==> src/rtl/irq_ctrl_map.svh <==
`ifndef IRQ_CTRL_MAP_SVH
`define IRQ_CTRL_MAP_SVH

`define PRIO_SEL_ADDR      8'hf9
`define REQ_LATCH_ADDR     8'hfa
`define ENABLE_MASK_ADDR   8'hfb

`define PRIO_GROUP_C_BIT   0
`define PRIO_GROUP_LO_BIT  1
`define PRIO_GROUP_MID_BIT 3
`define PRIO_GROUP_HI_BIT  4
`define PRIO_GROUP_B_BIT   2
`define PRIO_GROUP_A_BIT   5

`define REQ_EDGE_LO_BIT    6
`define REQ_EDGE_HI_BIT    7

`define MASK_RAMPROT_BIT   6
`define MASK_GLOBAL_BIT    7

`define PRIO_SEL_RESET     8'h00
`define REQ_LATCH_RESET    8'h00
`define ENABLE_MASK_RESET  8'h00

`define NUM_SOURCES        6

`endif

==> src/rtl/irq_ctrl_pkg.sv <==
package irq_ctrl_pkg;

	typedef enum logic [2:0] {
		ORDER_RSVD0 = 3'h0,
		ORDER_CAB   = 3'h1,
		ORDER_ACB   = 3'h2,
		ORDER_ABC   = 3'h3,
		ORDER_BCA   = 3'h4,
		ORDER_CBA   = 3'h5,
		ORDER_RSVD6 = 3'h6,
		ORDER_RSVD7 = 3'h7
	} group_order_type;

	typedef logic [5:0] src_vec_type;

endpackage

==> src/rtl/irq_src_if.sv <==
`timescale 1ns/1ns
`default_nettype none

interface irq_src_if;
	logic [5:0] raw;
	logic [5:0] event_pulse;
	logic [1:0] edge_sel;

	modport capture (input raw, input edge_sel, output event_pulse);
	modport owner (output raw, output edge_sel, input event_pulse);
endinterface

`default_nettype wire

==> src/rtl/irq_src_capture.sv <==
`timescale 1ns/1ns
`default_nettype none

module irq_src_capture
	import irq_ctrl_pkg::*;
(
	input  wire logic   mclk,
	input  wire logic   nrst,
	irq_src_if.capture  src
);

	logic [5:0] sync1_ff;
	logic [5:0] sync2_ff;
	logic [5:0] sync3_ff;
	logic [5:0] stable_ff;
	logic [5:0] rise;
	logic [5:0] fall;
	logic [5:0] use_rise;

	// Three stages; a level counts once stages two and three agree
	always_ff @(posedge mclk or negedge nrst) begin
		if (!nrst) begin
			// Pins idle high, timers low: no false edge after reset
			sync1_ff  <= 6'h0f;
			sync2_ff  <= 6'h0f;
			sync3_ff  <= 6'h0f;
			stable_ff <= 6'h0f;
		end else begin
			sync1_ff <= src.raw;
			sync2_ff <= sync1_ff;
			sync3_ff <= sync2_ff;
			stable_ff <= (sync2_ff & sync3_ff) | (stable_ff & (sync2_ff | sync3_ff));
		end
	end

	// Bit 0 is pin two, bit 2 is pin one; timers always rise, pins zero/three fall
	assign use_rise = {2'b00, 1'b0, src.edge_sel[1], 1'b0, src.edge_sel[0]};

	genvar i;
	generate
		for (i = 0; i < 6; i++) begin : g_edge
			assign rise[i] = (sync2_ff[i] & sync3_ff[i]) & ~stable_ff[i];
			assign fall[i] = ~(sync2_ff[i] | sync3_ff[i]) & stable_ff[i];
			assign src.event_pulse[i] = (i >= 4) ? rise[i] : (use_rise[i] ? rise[i] : fall[i]);
		end
	endgenerate

endmodule

`default_nettype wire

==> src/rtl/irq_ctrl.sv <==
`timescale 1ns/1ns
`default_nettype none
`include "irq_ctrl_map.svh"

module irq_ctrl
	import irq_ctrl_pkg::*;
(
	input  wire logic       mclk,
	input  wire logic       nrst,
	input  wire logic [7:0] reg_addr,
	input  wire logic [7:0] reg_wdata,
	input  wire logic       reg_wr,
	input  wire logic       reg_rd,
	output logic      [7:0] reg_rdata,
	input  wire logic       port3_pin_zero,
	input  wire logic       port3_pin_one,
	input  wire logic       port3_pin_two,
	input  wire logic       port3_pin_three,
	input  wire logic       timer_zero,
	input  wire logic       timer_one,
	input  wire logic       ram_protect_option,
	output logic            irq_pending,
	output logic      [2:0] irq_vector,
	output logic            ram_protect_active
);

	logic [7:0]      prio_ff;
	logic [7:0]      req_ff;
	logic [7:0]      mask_ff;
	logic            option_ff;
	logic            nxt_pending;
	logic [2:0]      nxt_vector;
	src_vec_type     active;
	group_order_type order;
	logic            pick_c;
	logic            pick_b;
	logic            pick_a;

	// Capture module owns synchronisers and edge detection
	irq_src_if src ();

	// Source order fixes request bit positions
	assign src.raw = {timer_one, timer_zero, port3_pin_zero,
		port3_pin_one, port3_pin_three, port3_pin_two};
	// Edge pick lives in request register bits 7:6
	assign src.edge_sel = req_ff[`REQ_EDGE_HI_BIT:`REQ_EDGE_LO_BIT];

	irq_src_capture u_capture (
		.mclk (mclk),
		.nrst (nrst),
		.src  (src)
	);

	// Write-only; bits 7:6 are stored but have no function
	// Reserved order codes park the outputs, not the last winner
	always_ff @(posedge mclk or negedge nrst) begin
		if (!nrst) begin
			prio_ff <= `PRIO_SEL_RESET;
		end else if (reg_wr && reg_addr == `PRIO_SEL_ADDR) begin
			prio_ff <= reg_wdata;
		end
	end

	// Writing a one sets a bit, so software may raise a request
	// Hardware set beats a simultaneous software clear
	always_ff @(posedge mclk or negedge nrst) begin
		if (!nrst) begin
			req_ff <= `REQ_LATCH_RESET;
		end else if (reg_wr && reg_addr == `REQ_LATCH_ADDR) begin
			req_ff <= reg_wdata | {2'b00, src.event_pulse};
		end else begin
			req_ff <= req_ff | {2'b00, src.event_pulse};
		end
	end

	always_ff @(posedge mclk or negedge nrst) begin
		if (!nrst) begin
			// Bits 5:0 per source, bit 6 RAM protect, bit 7 global
			mask_ff <= `ENABLE_MASK_RESET;
		end else if (reg_wr && reg_addr == `ENABLE_MASK_ADDR) begin
			mask_ff <= reg_wdata;
		end
	end

	// Option strap caught after reset release, not under it
	always_ff @(posedge mclk or negedge nrst) begin
		if (!nrst) begin
			option_ff <= 1'b0;
		end else begin
			option_ff <= ram_protect_option;
		end
	end

	always_ff @(posedge mclk or negedge nrst) begin
		if (!nrst) begin
			// Without the option strap the enable bit is only storage
			ram_protect_active <= 1'b0;
		end else begin
			ram_protect_active <= option_ff & mask_ff[`MASK_RAMPROT_BIT];
		end
	end

	// Read data holds between reads so a slow core can sample late
	// Priority register is write-only; reads return zero there
	always_ff @(posedge mclk or negedge nrst) begin
		if (!nrst) begin
			reg_rdata <= 8'h00;
		end else if (reg_rd) begin
			unique case (reg_addr)
				`REQ_LATCH_ADDR:   reg_rdata <= req_ff;
				`ENABLE_MASK_ADDR: reg_rdata <= mask_ff;
				default:           reg_rdata <= 8'h00;
			endcase
		end
	end

	// Only pending, unmasked and globally enabled sources compete
	assign active = req_ff[5:0] & mask_ff[5:0] & {6{mask_ff[`MASK_GLOBAL_BIT]}};
	// Order code sits on bits 4, 3 and 1, around the group B sub bit
	assign order  = group_order_type'({prio_ff[`PRIO_GROUP_HI_BIT],
		prio_ff[`PRIO_GROUP_MID_BIT], prio_ff[`PRIO_GROUP_LO_BIT]});

	// Winner within each group
	// A pick bit high selects source 4 in group C, source 0 in group B, source 3 in group A
	assign pick_c = prio_ff[`PRIO_GROUP_C_BIT] ? active[4] : ~active[1];
	assign pick_b = prio_ff[`PRIO_GROUP_B_BIT] ? active[0] : ~active[2];
	assign pick_a = prio_ff[`PRIO_GROUP_A_BIT] ? active[3] : ~active[5];

	// Flag in bit 3, winning source number in bits 2:0
	function automatic logic [3:0] grp(input logic [1:0] g, input src_vec_type a,
			input logic pc, input logic pb, input logic pa);
		logic [3:0] r;
		r = 4'h0;
		unique case (g)
			2'd0: r = (a[1] | a[4]) ? {1'b1, pc ? 3'd4 : 3'd1} : 4'h0;
			2'd1: r = (a[0] | a[2]) ? {1'b1, pb ? 3'd0 : 3'd2} : 4'h0;
			default: r = (a[3] | a[5]) ? {1'b1, pa ? 3'd3 : 3'd5} : 4'h0;
		endcase
		return r;
	endfunction

	// Group codes: 0 = C, 1 = B, 2 = A
	// Earlier group wins outright; later groups only fill in
	always_comb begin
		logic [3:0] g1;
		logic [3:0] g2;
		logic [3:0] g3;
		g1 = 4'h0;
		g2 = 4'h0;
		g3 = 4'h0;
		unique case (order)
			ORDER_CAB: begin
				g1 = grp(2'd0, active, pick_c, pick_b, pick_a);
				g2 = grp(2'd2, active, pick_c, pick_b, pick_a);
				g3 = grp(2'd1, active, pick_c, pick_b, pick_a);
			end
			ORDER_ACB: begin
				g1 = grp(2'd2, active, pick_c, pick_b, pick_a);
				g2 = grp(2'd0, active, pick_c, pick_b, pick_a);
				g3 = grp(2'd1, active, pick_c, pick_b, pick_a);
			end
			ORDER_ABC: begin
				g1 = grp(2'd2, active, pick_c, pick_b, pick_a);
				g2 = grp(2'd1, active, pick_c, pick_b, pick_a);
				g3 = grp(2'd0, active, pick_c, pick_b, pick_a);
			end
			ORDER_BCA: begin
				g1 = grp(2'd1, active, pick_c, pick_b, pick_a);
				g2 = grp(2'd0, active, pick_c, pick_b, pick_a);
				g3 = grp(2'd2, active, pick_c, pick_b, pick_a);
			end
			ORDER_CBA: begin
				g1 = grp(2'd0, active, pick_c, pick_b, pick_a);
				g2 = grp(2'd1, active, pick_c, pick_b, pick_a);
				g3 = grp(2'd2, active, pick_c, pick_b, pick_a);
			end
			default: begin
				// Reserved codes present nothing; software must not use them
				g1 = 4'h0;
			end
		endcase
		if (g1[3]) begin
			nxt_pending = 1'b1;
			nxt_vector  = g1[2:0];
		end else if (g2[3]) begin
			nxt_pending = 1'b1;
			nxt_vector  = g2[2:0];
		end else begin
			nxt_pending = g3[3];
			nxt_vector  = g3[3] ? g3[2:0] : 3'h0;
		end
	end

	always_ff @(posedge mclk or negedge nrst) begin
		if (!nrst) begin
			// Outputs come straight from flops, one edge behind state
			irq_pending <= 1'b0;
			irq_vector  <= 3'h0;
		end else begin
			irq_pending <= nxt_pending;
			irq_vector  <= nxt_vector;
		end
	end

endmodule

`default_nettype wire

==> config.mk <==
export PLATFORM = sky130hd
export DESIGN_NAME = irq_ctrl
export DESIGN_NICKNAME = d
export VERILOG_FILES = /design/src/rtl/irq_ctrl_pkg.sv /design/src/rtl/irq_src_if.sv /design/src/rtl/irq_src_capture.sv /design/src/rtl/irq_ctrl.sv
export VERILOG_INCLUDE_DIRS = /design/src /design/src/rtl
export SDC_FILE = /design/constraint.sdc
export NUM_CORES = 1
export LEC_CHECK = 0
export BUFFER_PORTS_ARGS = -buffer_cell sky130_fd_sc_hd__buf_2
export CAP_MARGIN = 25
export CORE_ASPECT_RATIO = 1.4
export CORE_MARGIN = 1
export CORE_UTILIZATION = 50
export DETAILED_ROUTE_END_ITERATION = 8
export PLACE_DENSITY = 0.71
export SETUP_SLACK_MARGIN = 0.15
export SYNTH_ARGS = -nofsm -noshare
export SYNTH_HDL_FRONTEND = slang
export SYNTH_SLANG_ARGS = --single-unit
==> constraint.sdc <==
create_clock -name mclk -period 2.4 [get_ports mclk]
set_clock_uncertainty 0.2 [all_clocks]
set_input_delay 0.48 -clock mclk [delete_from_list [all_inputs] [get_ports mclk]]
set_output_delay 0.48 -clock mclk [all_outputs]
set_load 0.01 [all_outputs]
==> results of run 1 <==
## flip-flops by register name, summed over array words and instances, names as in the netlist
register / count
mask_ff: 8
reg_rdata: 8
req_ff: 8
prio_ff: 6
u_capture.stable_ff: 6
u_capture.sync1_ff: 6
u_capture.sync2_ff: 6
u_capture.sync3_ff: 6
irq_vector: 3
irq_pending: 1
option_ff: 1
ram_protect_active: 1
## what timing repair did
action                                 in CTS  in global routing
endpoints found under the hold margin      17                  0
hold buffers                                1                  0
setup buffers                               0                  0
## how the worst max path moves through the flow
stage / to / from
2_1_floorplan: req_ff[6]$_DFFE_PN0N_ / reg_addr[2]
3_5_place_dp: req_ff[6]$_DFFE_PN0N_ / reg_addr[2]
6_report: irq_vector[0]$_DFF_PN0_ / prio_ff[4]$_DFFE_PN0P_
3_3_place_gp: req_ff[7]$_DFFE_PN0N_ / reg_addr[2]
4_1_cts: irq_vector[0]$_DFF_PN0_ / prio_ff[4]$_DFFE_PN0P_
5_1_grt: irq_vector[0]$_DFF_PN0_ / prio_ff[4]$_DFFE_PN0P_
## metal layers
layer | up-vias | part of all wire (%) | wire length [µm]
li1 | 922 | - | -
met3 | 6 | 3.9 | 196
met2 | 47 | 51 | 2600
met5 | - | 0 | 0
met1 | 954 | 44 | 2200
met4 | 0 | 1.2 | 61
## stage by stage
| stage | setup WS [ps] | hold WS [ps] | power, mW |
|---|---|---|---|
| after floorplan | 294 | -15.6 | 1.20 |
| after global placement | 135 | 136 | 1.27 |
| final | 421 | 51.2 | 2.11 |
| after detailed placement | 116 | 140 | 1.28 |
| after global routing | 225 | 29.3 | 2.21 |
| after CTS | 411 | 33.8 | 2.14 |
## final cells by class
cell class,instances,share of cell area (%)
flip-flops and latches,60,48.1
multi-input cells,141,34.2
repair buffers,47,8.14
clock buffers,12,4.58
well taps,66,2.61
clock inverters,3,1.26
inverters,10,1.19
## cell usage in the layout (no fill, tap or decap), drive strengths merged, types with 3 or more instances in the layout
cell     instances
o22ai           10
nand2           20
mux2            23
nor3             4
o2111ai          3
nand3            9
a22o             3
a22oi            3
o221ai           3
mux2i            6
nand3b           3
inv             10
maj3             6
o21ai            6
clkbuf          12
o211ai           3
nor2             5
a21oi            3
dfrtp           44
dfstp           16
buf             46
nand4            3
## report_power, final
group | leakage, nW | internal (mW) | switching [mW]
Sequential | 0.724 | 1.07 | 0.0417
Combinational | 0.584 | 0.0727 | 0.0787
Clock | 0.0962 | 0.499 | 0.355
## cells by family (layout without fill, tap and decap cells)
kind of cell	Yosys count	in the layout	synth area share [%]
buf+inv	18	72	2.80
simple gates	62	62	13.7
flops	60	60	56.8
mux	29	29	12.2
fa+ha+maj	6	6	2.24
compound gates	44	44	12.2
==> metrics.txt, run 1 <==
vias in the first global route 1750; max_cap viols 0; worst r2r src prio_ff[4]$_DFFE_PN0P_; largest net degree at the start of global routing 24; # fillers 422; Hold Fails Final Rpt 0; drt first pass iters 4; Layout area overhead 18.2%; CTS tree done; Worst Path Required 2370 ps; critical path data arrival time 1950 ps; CP Max Fanout 15; WL/cell 14.9 µm; CP Launch Type flip-flop; Top Ports 40; final critical-path required period 1980 ps; ys async rst share 100%; Netlist cell types 50; number of synthesized flops with an enable pin 0; Hold Crit Class in2reg; VDD IR-drop max 0.446 mV; layout cell share with drive strength beyond 1 38.5%; Die Wd 63.8 µm; Multi-input gate area 0.00108 mm²; final setup vio count 0; status finished, final reports clean; fmax 0.505 GHz; Post-synth top flop dfrtp_1; initial antenna violation count 0; Critical Path Max Stage Delay 610 ps; PD cells 668 mW/mm²; Setup crit end kind flip-flop; start point of the worst hold path port3_pin_three; setup TNS 0 ps; grt met3 use 6.31%; crit share post-route 82.5%; register area 0.00152 mm²; # placed instances 323; worst hold path cell count 1; CTS root buffer clkbuf_8; Commonest cells post-synth 44 x dfrtp_1, 21 x mux2_2, 20 x nand2_1; Synth Instances 219; gr busiest metal met2; Slew Viols, Final 0; CP max-delay cell dfrtp_1; delay-heaviest family, CP compound AO/OA/AOI/OAI gates; relative slew slack 64.7%; sequential fraction of the synthesis area 56.8%; post-synth top area share 41.1%; leakage dissipation 1.40 nW; Netlist Area Pre-Place 0.00268 mm²; critical-path cell list nand3b_1, o22ai_1, a31o_2, o221ai_1, o311ai_0; Net Count, Synth 246; buffers added on ports 39; Post-Route Utilization 61.4%; row cnt 31; cell area after layout 0.00317 mm²; initial drt markers 174; via count 1929; post-DP HPWL 3660 µm; final WL 5060 µm; cts repair resizes 0; Synth area leader dfrtp_1; Area contributors post-synth dfrtp_1 41%, dfstp_2 16%, mux2_2 8.8%; top-count cell post-synth dfrtp_1; RSZ-0062 raised after global routing false; Layout Cells excl Fill 339; via/cell ratio 5.69; r2r endpoint irq_vector[0]$_DFF_PN0_; first-pass GRT wire length 8360 µm; met1 Track Usage GR 24.8%; Congestion Overflow GR 0; total track usage 19.9%; n_diodes 0; Clock Latency Late Sink 320 ps; Starting Density 51.9%; Mapped Avg Cell Area 12.2 µm²; Sink Count 60; GRT met2 Usage 31.8%; die area 0.00566 mm²; CP bufs+invs 0; r2r setup slk 420 ps; Post-Place Cell Area 0.00297 mm²; RePlAce Congestion 0.875; critical path type reg2reg; Yosys reg bits 60; nets@finish 296; htree depth 3; Worst Hold End u_capture.sync1_ff[1]$_DFF_PN1_; die height 88.6 µm; Synth Warn # 0; drt drc 0; clock transition at the registers of the reported paths 60 ps; Critical Path Stages 5; antenna-violating nets left 0; CTS Buf Count 9; clk buf depth 2; core area 0.00516 mm²; R2R depth 5; worst-margin pin slew 530 ps
Power figures use the tool's default switching activity.
==> run 2, diff against run 1 <==
Clock period 2.4 ns to 1.9 ns, I/O delays scaled along.
==> metrics.txt, run 2 (synthesis results as in run 1) <==
status finished, final reports clean; PD cells 820 mW/mm² (+23%); nets@finish 322 (+8.8%); Hold Fails Final Rpt 0 (unchanged); RePlAce Congestion 0.890 (+1.7%); WL/cell 15.6 µm (+4.9%); critical path type reg2reg; htree depth 3 (unchanged); CP Max Fanout 9 (-6); CTS Buf Count 9 (unchanged); Clock power frac 42.6% (+2.2 points); n_diodes 0 (unchanged); total power 2.86 mW (+35%); crit share post-route 96.3% (+14 points); CTS root buffer clkbuf_8; die height 88.6 µm (unchanged); Setup crit end kind flip-flop; Hold Crit Class in2reg; leakage dissipation 1.56 nW (+11%); initial drt markers 134 (-23%); Slew Viols, Final 0 (unchanged); RSZ-0062 raised after global routing true; Congestion Overflow GR 0 (unchanged); register share of total power 48.8% (-3.6 points); buffers added on ports 39 (unchanged); die area 0.00566 mm² (unchanged); combinational share of power 8.6% (+1.4 points); Worst Path Required 1930 ps (-440 ps); most frequent cells in the layout 41 x dfrtp_1, 39 x buf_2, 23 x buf_4; max_cap viols 0 (unchanged); critical path data arrival time 1860 ps (-90 ps); drt first pass iters 4 (unchanged); vias in the first global route 1999 (+14%); drt drc 0 (unchanged); core area 0.00516 mm² (unchanged); CP Launch Type flip-flop; final critical-path required period 1830 ps (-149 ps); switching share of power 22.3% (-0.19 points); largest net degree at the start of global routing 50 (+110%); clock transition at the registers of the reported paths 70 ps (about the same); commonest non-fill, non-tap cell in the layout dfrtp_1; worst-margin pin slew 417 ps (-113 ps); clk buf depth 2 (unchanged); via/cell ratio 5.56 (-2.2%); fmax 0.546 GHz (+8.1%); Post-Place Cell Area 0.00313 mm² (+5.3%); Sink Count 60 (unchanged); post-DP HPWL 4000 µm (+9.2%); Sw Pwr 0.638 mW (+34%); relative slew slack 72.2% (+7.5 points); Int Power 2.22 mW (+36%); first-pass GRT wire length 9480 µm (+13%); initial antenna violation count 0 (unchanged); antenna-violating nets left 0 (unchanged); cell area after layout 0.00349 mm² (+10%); Layout area overhead 30.4%; Clock Latency Late Sink 340 ps (+20 ps); CTS tree done; VDD IR-drop max 0.806 mV (+81%); final setup vio count 0 (unchanged); total track usage 22.9% (+3.0 points); row cnt 31 (unchanged); layout cell share with drive strength beyond 1 45.3% (+6.9 points); Die Wd 63.8 µm (unchanged); Top Ports 40 (unchanged); final WL 5730 µm (+13%); via count 2036 (+5.5%); Starting Density 51.9% (unchanged); biggest registers after layout mask_ff x8, reg_rdata x8, req_ff x8
==> run 2: metrics by stage <==
| stage | hold slack (ps) | worst slack (ps) | setup TNS (ps) | utilization, % | instances |
|---|---|---|---|---|---|
| floorplan | -116 | -57.5 | -132 | - | 219 |
| global placement | 86.5 | -129 | -1810 | 60.7 | 340 |
| detailed placement | 84.7 | -152 | -2250 | 60.7 | 340 |
| CTS | 74.5 | 79.2 | 0 | 67.4 | 366 |
| global route | 79.9 | 0.703 | 0 | 67.7 | 366 |
| finish | 82.9 | 69.5 | 0 | 67.7 | 366 |
==> run 2: power groups by stage <==
stage	clock, mW	sequential [mW]	combinational [mW]
after floorplan	0	1.40	0.116
after detailed placement	0	1.42	0.222
after global placement	0	1.41	0.219
after CTS	1.25	1.40	0.245
final	1.22	1.40	0.245
after global routing	1.30	1.41	0.269
==> run 2: path summary, 6_finish.rpt <==
| path | start | end | slack [ps] | depth (start not counted) |
|---|---|---|---|---|
| max | prio_ff[4]$_DFFE_PN0P_ | irq_vector[0]$_DFF_PN0_ | 70 | 5 |
| min | reg_wdata[6] | req_ff[6]$_DFFE_PN0N_ | 80 | 2 |
| max reg2reg | prio_ff[4]$_DFFE_PN0P_ | irq_vector[0]$_DFF_PN0_ | 70 | 5 |
| min reg2reg | u_capture.sync1_ff[5]$_DFF_PN0_ | u_capture.sync2_ff[5]$_DFF_PN0_ | 150 | 0 |
| max in group asynchronous | nrst | u_capture.sync1_ff[0]$_DFF_PN1_ | 650 | 3 |
| min in group asynchronous | nrst | irq_vector[0]$_DFF_PN0_ | 260 | 2 |
==> run 2: per-layer routing <==
metal	vias to the layer above	GRT usage [%]	routed length, µm
met5	-	0	0
met4	0	16.3	229
met3	14	5.41	207
met2	50	37.2	2870
met1	993	26.6	2420
li1	979	-	-
==> run 2: final cells by class <==
class,count,area (µm²)
Inverter,10,37.5
Sequential cell,60,1530
Timing Repair Buffer,73,499
Fill cell,409,1670
Multi-Input combinational cell,141,1130
Tap cell,66,82.6
Clock inverter,1,30.0
Clock buffer,15,186
==> run 2: timing repair <==
item / 4_1_cts / 5_1_grt
pin swaps: 3 / 1
hold endpoints to repair: 18 / 0
setup buffers: 2 / 0
hold buffers: 8 / 0
gates resized for setup: 8 / 4
setup endpoints to repair: 3 / 4
==> run 2: worst max-delay path, stage by stage, from the launching register on <==
cell      delay, ps
dfrtp_2         480
nand3b_1        290
nor4_1          340
a31o_2          200
o221ai_2        110
o311ai_1         90
==> run 3, diff against run 2 <==
Settings changed: BUFFER_PORTS_ARGS -buffer_cell sky130_fd_sc_hd__buf_2 to -buffer_cell sky130_fd_sc_hd__clkbuf_2.
==> metrics.txt, run 3 (synthesis results as in run 1) <==
Die Wd 63.8 µm (unchanged); drt drc 0 (unchanged); start point of the worst hold path reg_wdata[3]; relative slew slack 69.2% (-3.0 points); met1 Track Usage GR 27.3% (+0.72 points); clk buf depth 2 (unchanged); antenna-violating nets left 0 (unchanged); Worst Setup SP req_ff[3]$_DFF_PN0_; Layout area overhead 31.1%; n_diodes 0 (unchanged); PD cells 820 mW/mm² (+0.10%); CTS Buf Count 9 (unchanged); Layout Cells excl Fill 367 (+0.27%); delay-heaviest family, CP compound AO/OA/AOI/OAI gates; CP bufs+invs 1 (+1); grt met3 use 4.38% (-1.0 points); vias in the first global route 1891 (-5.4%); crit share post-route 94.5% (-1.8 points); via count 2050 (+0.69%); CP Launch Type flip-flop; status finished, final reports clean; Clock Latency Late Sink 340 ps (about the same); worst hold path cell count 3 (+1); setup TNS 0 ps (unchanged); leakage dissipation 1.55 nW (-0.14%); die area 0.00566 mm² (unchanged); CTS tree done; # fillers 404 (-1.2%); first-pass GRT wire length 9260 µm (-2.3%); RSZ-0062 raised after global routing true; total track usage 22.5% (-0.41 points); final critical-path required period 1800 ps (-34.9 ps); nets@finish 323 (+0.31%); Critical Path Max Stage Delay 430 ps (-50 ps); GRT met2 Usage 38.2% (+0.97 points); worst-margin pin slew 461 ps (+44.4 ps); clock transition at the registers of the reported paths 70 ps (about the same); Top Ports 40 (unchanged); Critical Path Stages 6 (+1); final setup vio count 0 (unchanged); Sink Count 60 (unchanged); buffers added on ports 39 (unchanged); initial antenna violation count 0 (unchanged); CP Max Fanout 6 (-3); initial drt markers 149 (+11%); R2R depth 6 (+1); core area 0.00516 mm² (unchanged); Starting Density 51.9% (unchanged); Slew Viols, Final 0 (unchanged); final WL 5760 µm (+0.52%); CP max-delay cell dfrtp_2; die height 88.6 µm (unchanged); total power 2.88 mW (+0.60%); Congestion Overflow GR 0 (unchanged); biggest registers after layout mask_ff x8, reg_rdata x8, req_ff x8; Hold Crit Class in2reg; Worst Path Required 1920 ps (about the same); Hold Fails Final Rpt 0 (unchanged); fmax 0.557 GHz (+1.9%); Setup crit end kind flip-flop; # placed instances 341 (+0.29%); gr busiest metal met2; critical-path cell list a22o_4, a222oi_1, buf_4, o221ai_2, o21ai_1, o21ai_1; row cnt 31 (unchanged); drt first pass iters 4 (unchanged); most frequent cells in the layout 39 x clkbuf_2, 39 x dfrtp_1, 24 x buf_4; VDD IR-drop max 0.609 mV (-24%); critical path type reg2reg; RePlAce Congestion 0.901 (+1.2%); CTS root buffer clkbuf_8; WL/cell 15.7 µm (+0.25%); max_cap viols 0 (unchanged); htree depth 3 (unchanged); layout cell share with drive strength beyond 1 46.5% (+1.2 points); post-DP HPWL 4140 µm (+3.5%); critical path data arrival time 1820 ps (-40 ps); worst r2r src req_ff[3]$_DFF_PN0_; largest net degree at the start of global routing 28 (-44%); via/cell ratio 5.59 (+0.41%); CP most frequent cell o21ai_1
[run 3: cell types whose count changed in the layout (fill, tap and decap cells not counted), moves of 2 or more]
| cell | change |
|---|---|
| buf_2 | -39 |
| clkbuf_1 | -2 |
| clkbuf_2 | +39 |
| dfrtp_1 | -2 |
| dfrtp_2 | +2 |
[run 3: power breakdown]
group	internal, mW	total (mW)	switching (mW)
registers	1.35	1.40	0.0462
logic	0.132	0.256	0.124
clock network	0.746	1.23	0.481
[run 3: final cells by class]
cell class,instances,area [µm²],share of cell area [%]
clock buffer,13,179,5.10
multi-input combinational,141,1120,32.0
timing repair buffer,74,515,14.7
clock inverter,3,42.5,1.21
sequential,60,1530,43.5
inverter,10,37.5,1.07
tap,66,82.6,2.35
[run 3: metal layers]
layer | vias up | part of all wire (%)
met5 | - | 0
met4 | 0 | 1.9
met3 | 11 | 2.8
met2 | 40 | 53
met1 | 1012 | 43
li1 | 987 | -
[run 3: worst paths after layout]
check	to	slack, ps
setup / recovery	irq_vector[1]$_DFF_PN0_	100
hold / removal	req_ff[3]$_DFF_PN0_	100
setup reg to reg	irq_vector[1]$_DFF_PN0_	100
hold reg to reg	u_capture.sync2_ff[4]$_DFF_PN0_	150
max in group asynchronous	u_capture.stable_ff[0]$_DFF_PN1_	650
min in group asynchronous	irq_vector[2]$_DFF_PN0_	300
[run 3: tightest hold or removal path: stages]
cell and delay, ps:
clkbuf_2 110, mux2i_1 70, nand2_1 50
[run 3: metrics by stage]
| stage | worst slack (ps) | util (%) | hold slack, ps | instance area (µm²) |
|---|---|---|---|---|
| global route | -2.12 | 68.0 | 89.6 | 3510 |
| finish | 104 | 68.0 | 96.6 | 3510 |
| floorplan | -57.5 | - | -116 | 2690 |
| CTS | 107 | 67.8 | 84.0 | 3500 |
| global placement | -108 | 61.0 | 121 | 3150 |
| detailed placement | -137 | 61.0 | 124 | 3150 |
[run 3: repair_timing]
item / CTS / global route
hold buffers: 8 / 0
pin swaps: 5 / 3
gates resized for setup: 8 / 4
endpoints found under the hold margin: 18 / 0
setup endpoints to repair: 3 / 3
setup buffers: 2 / 0
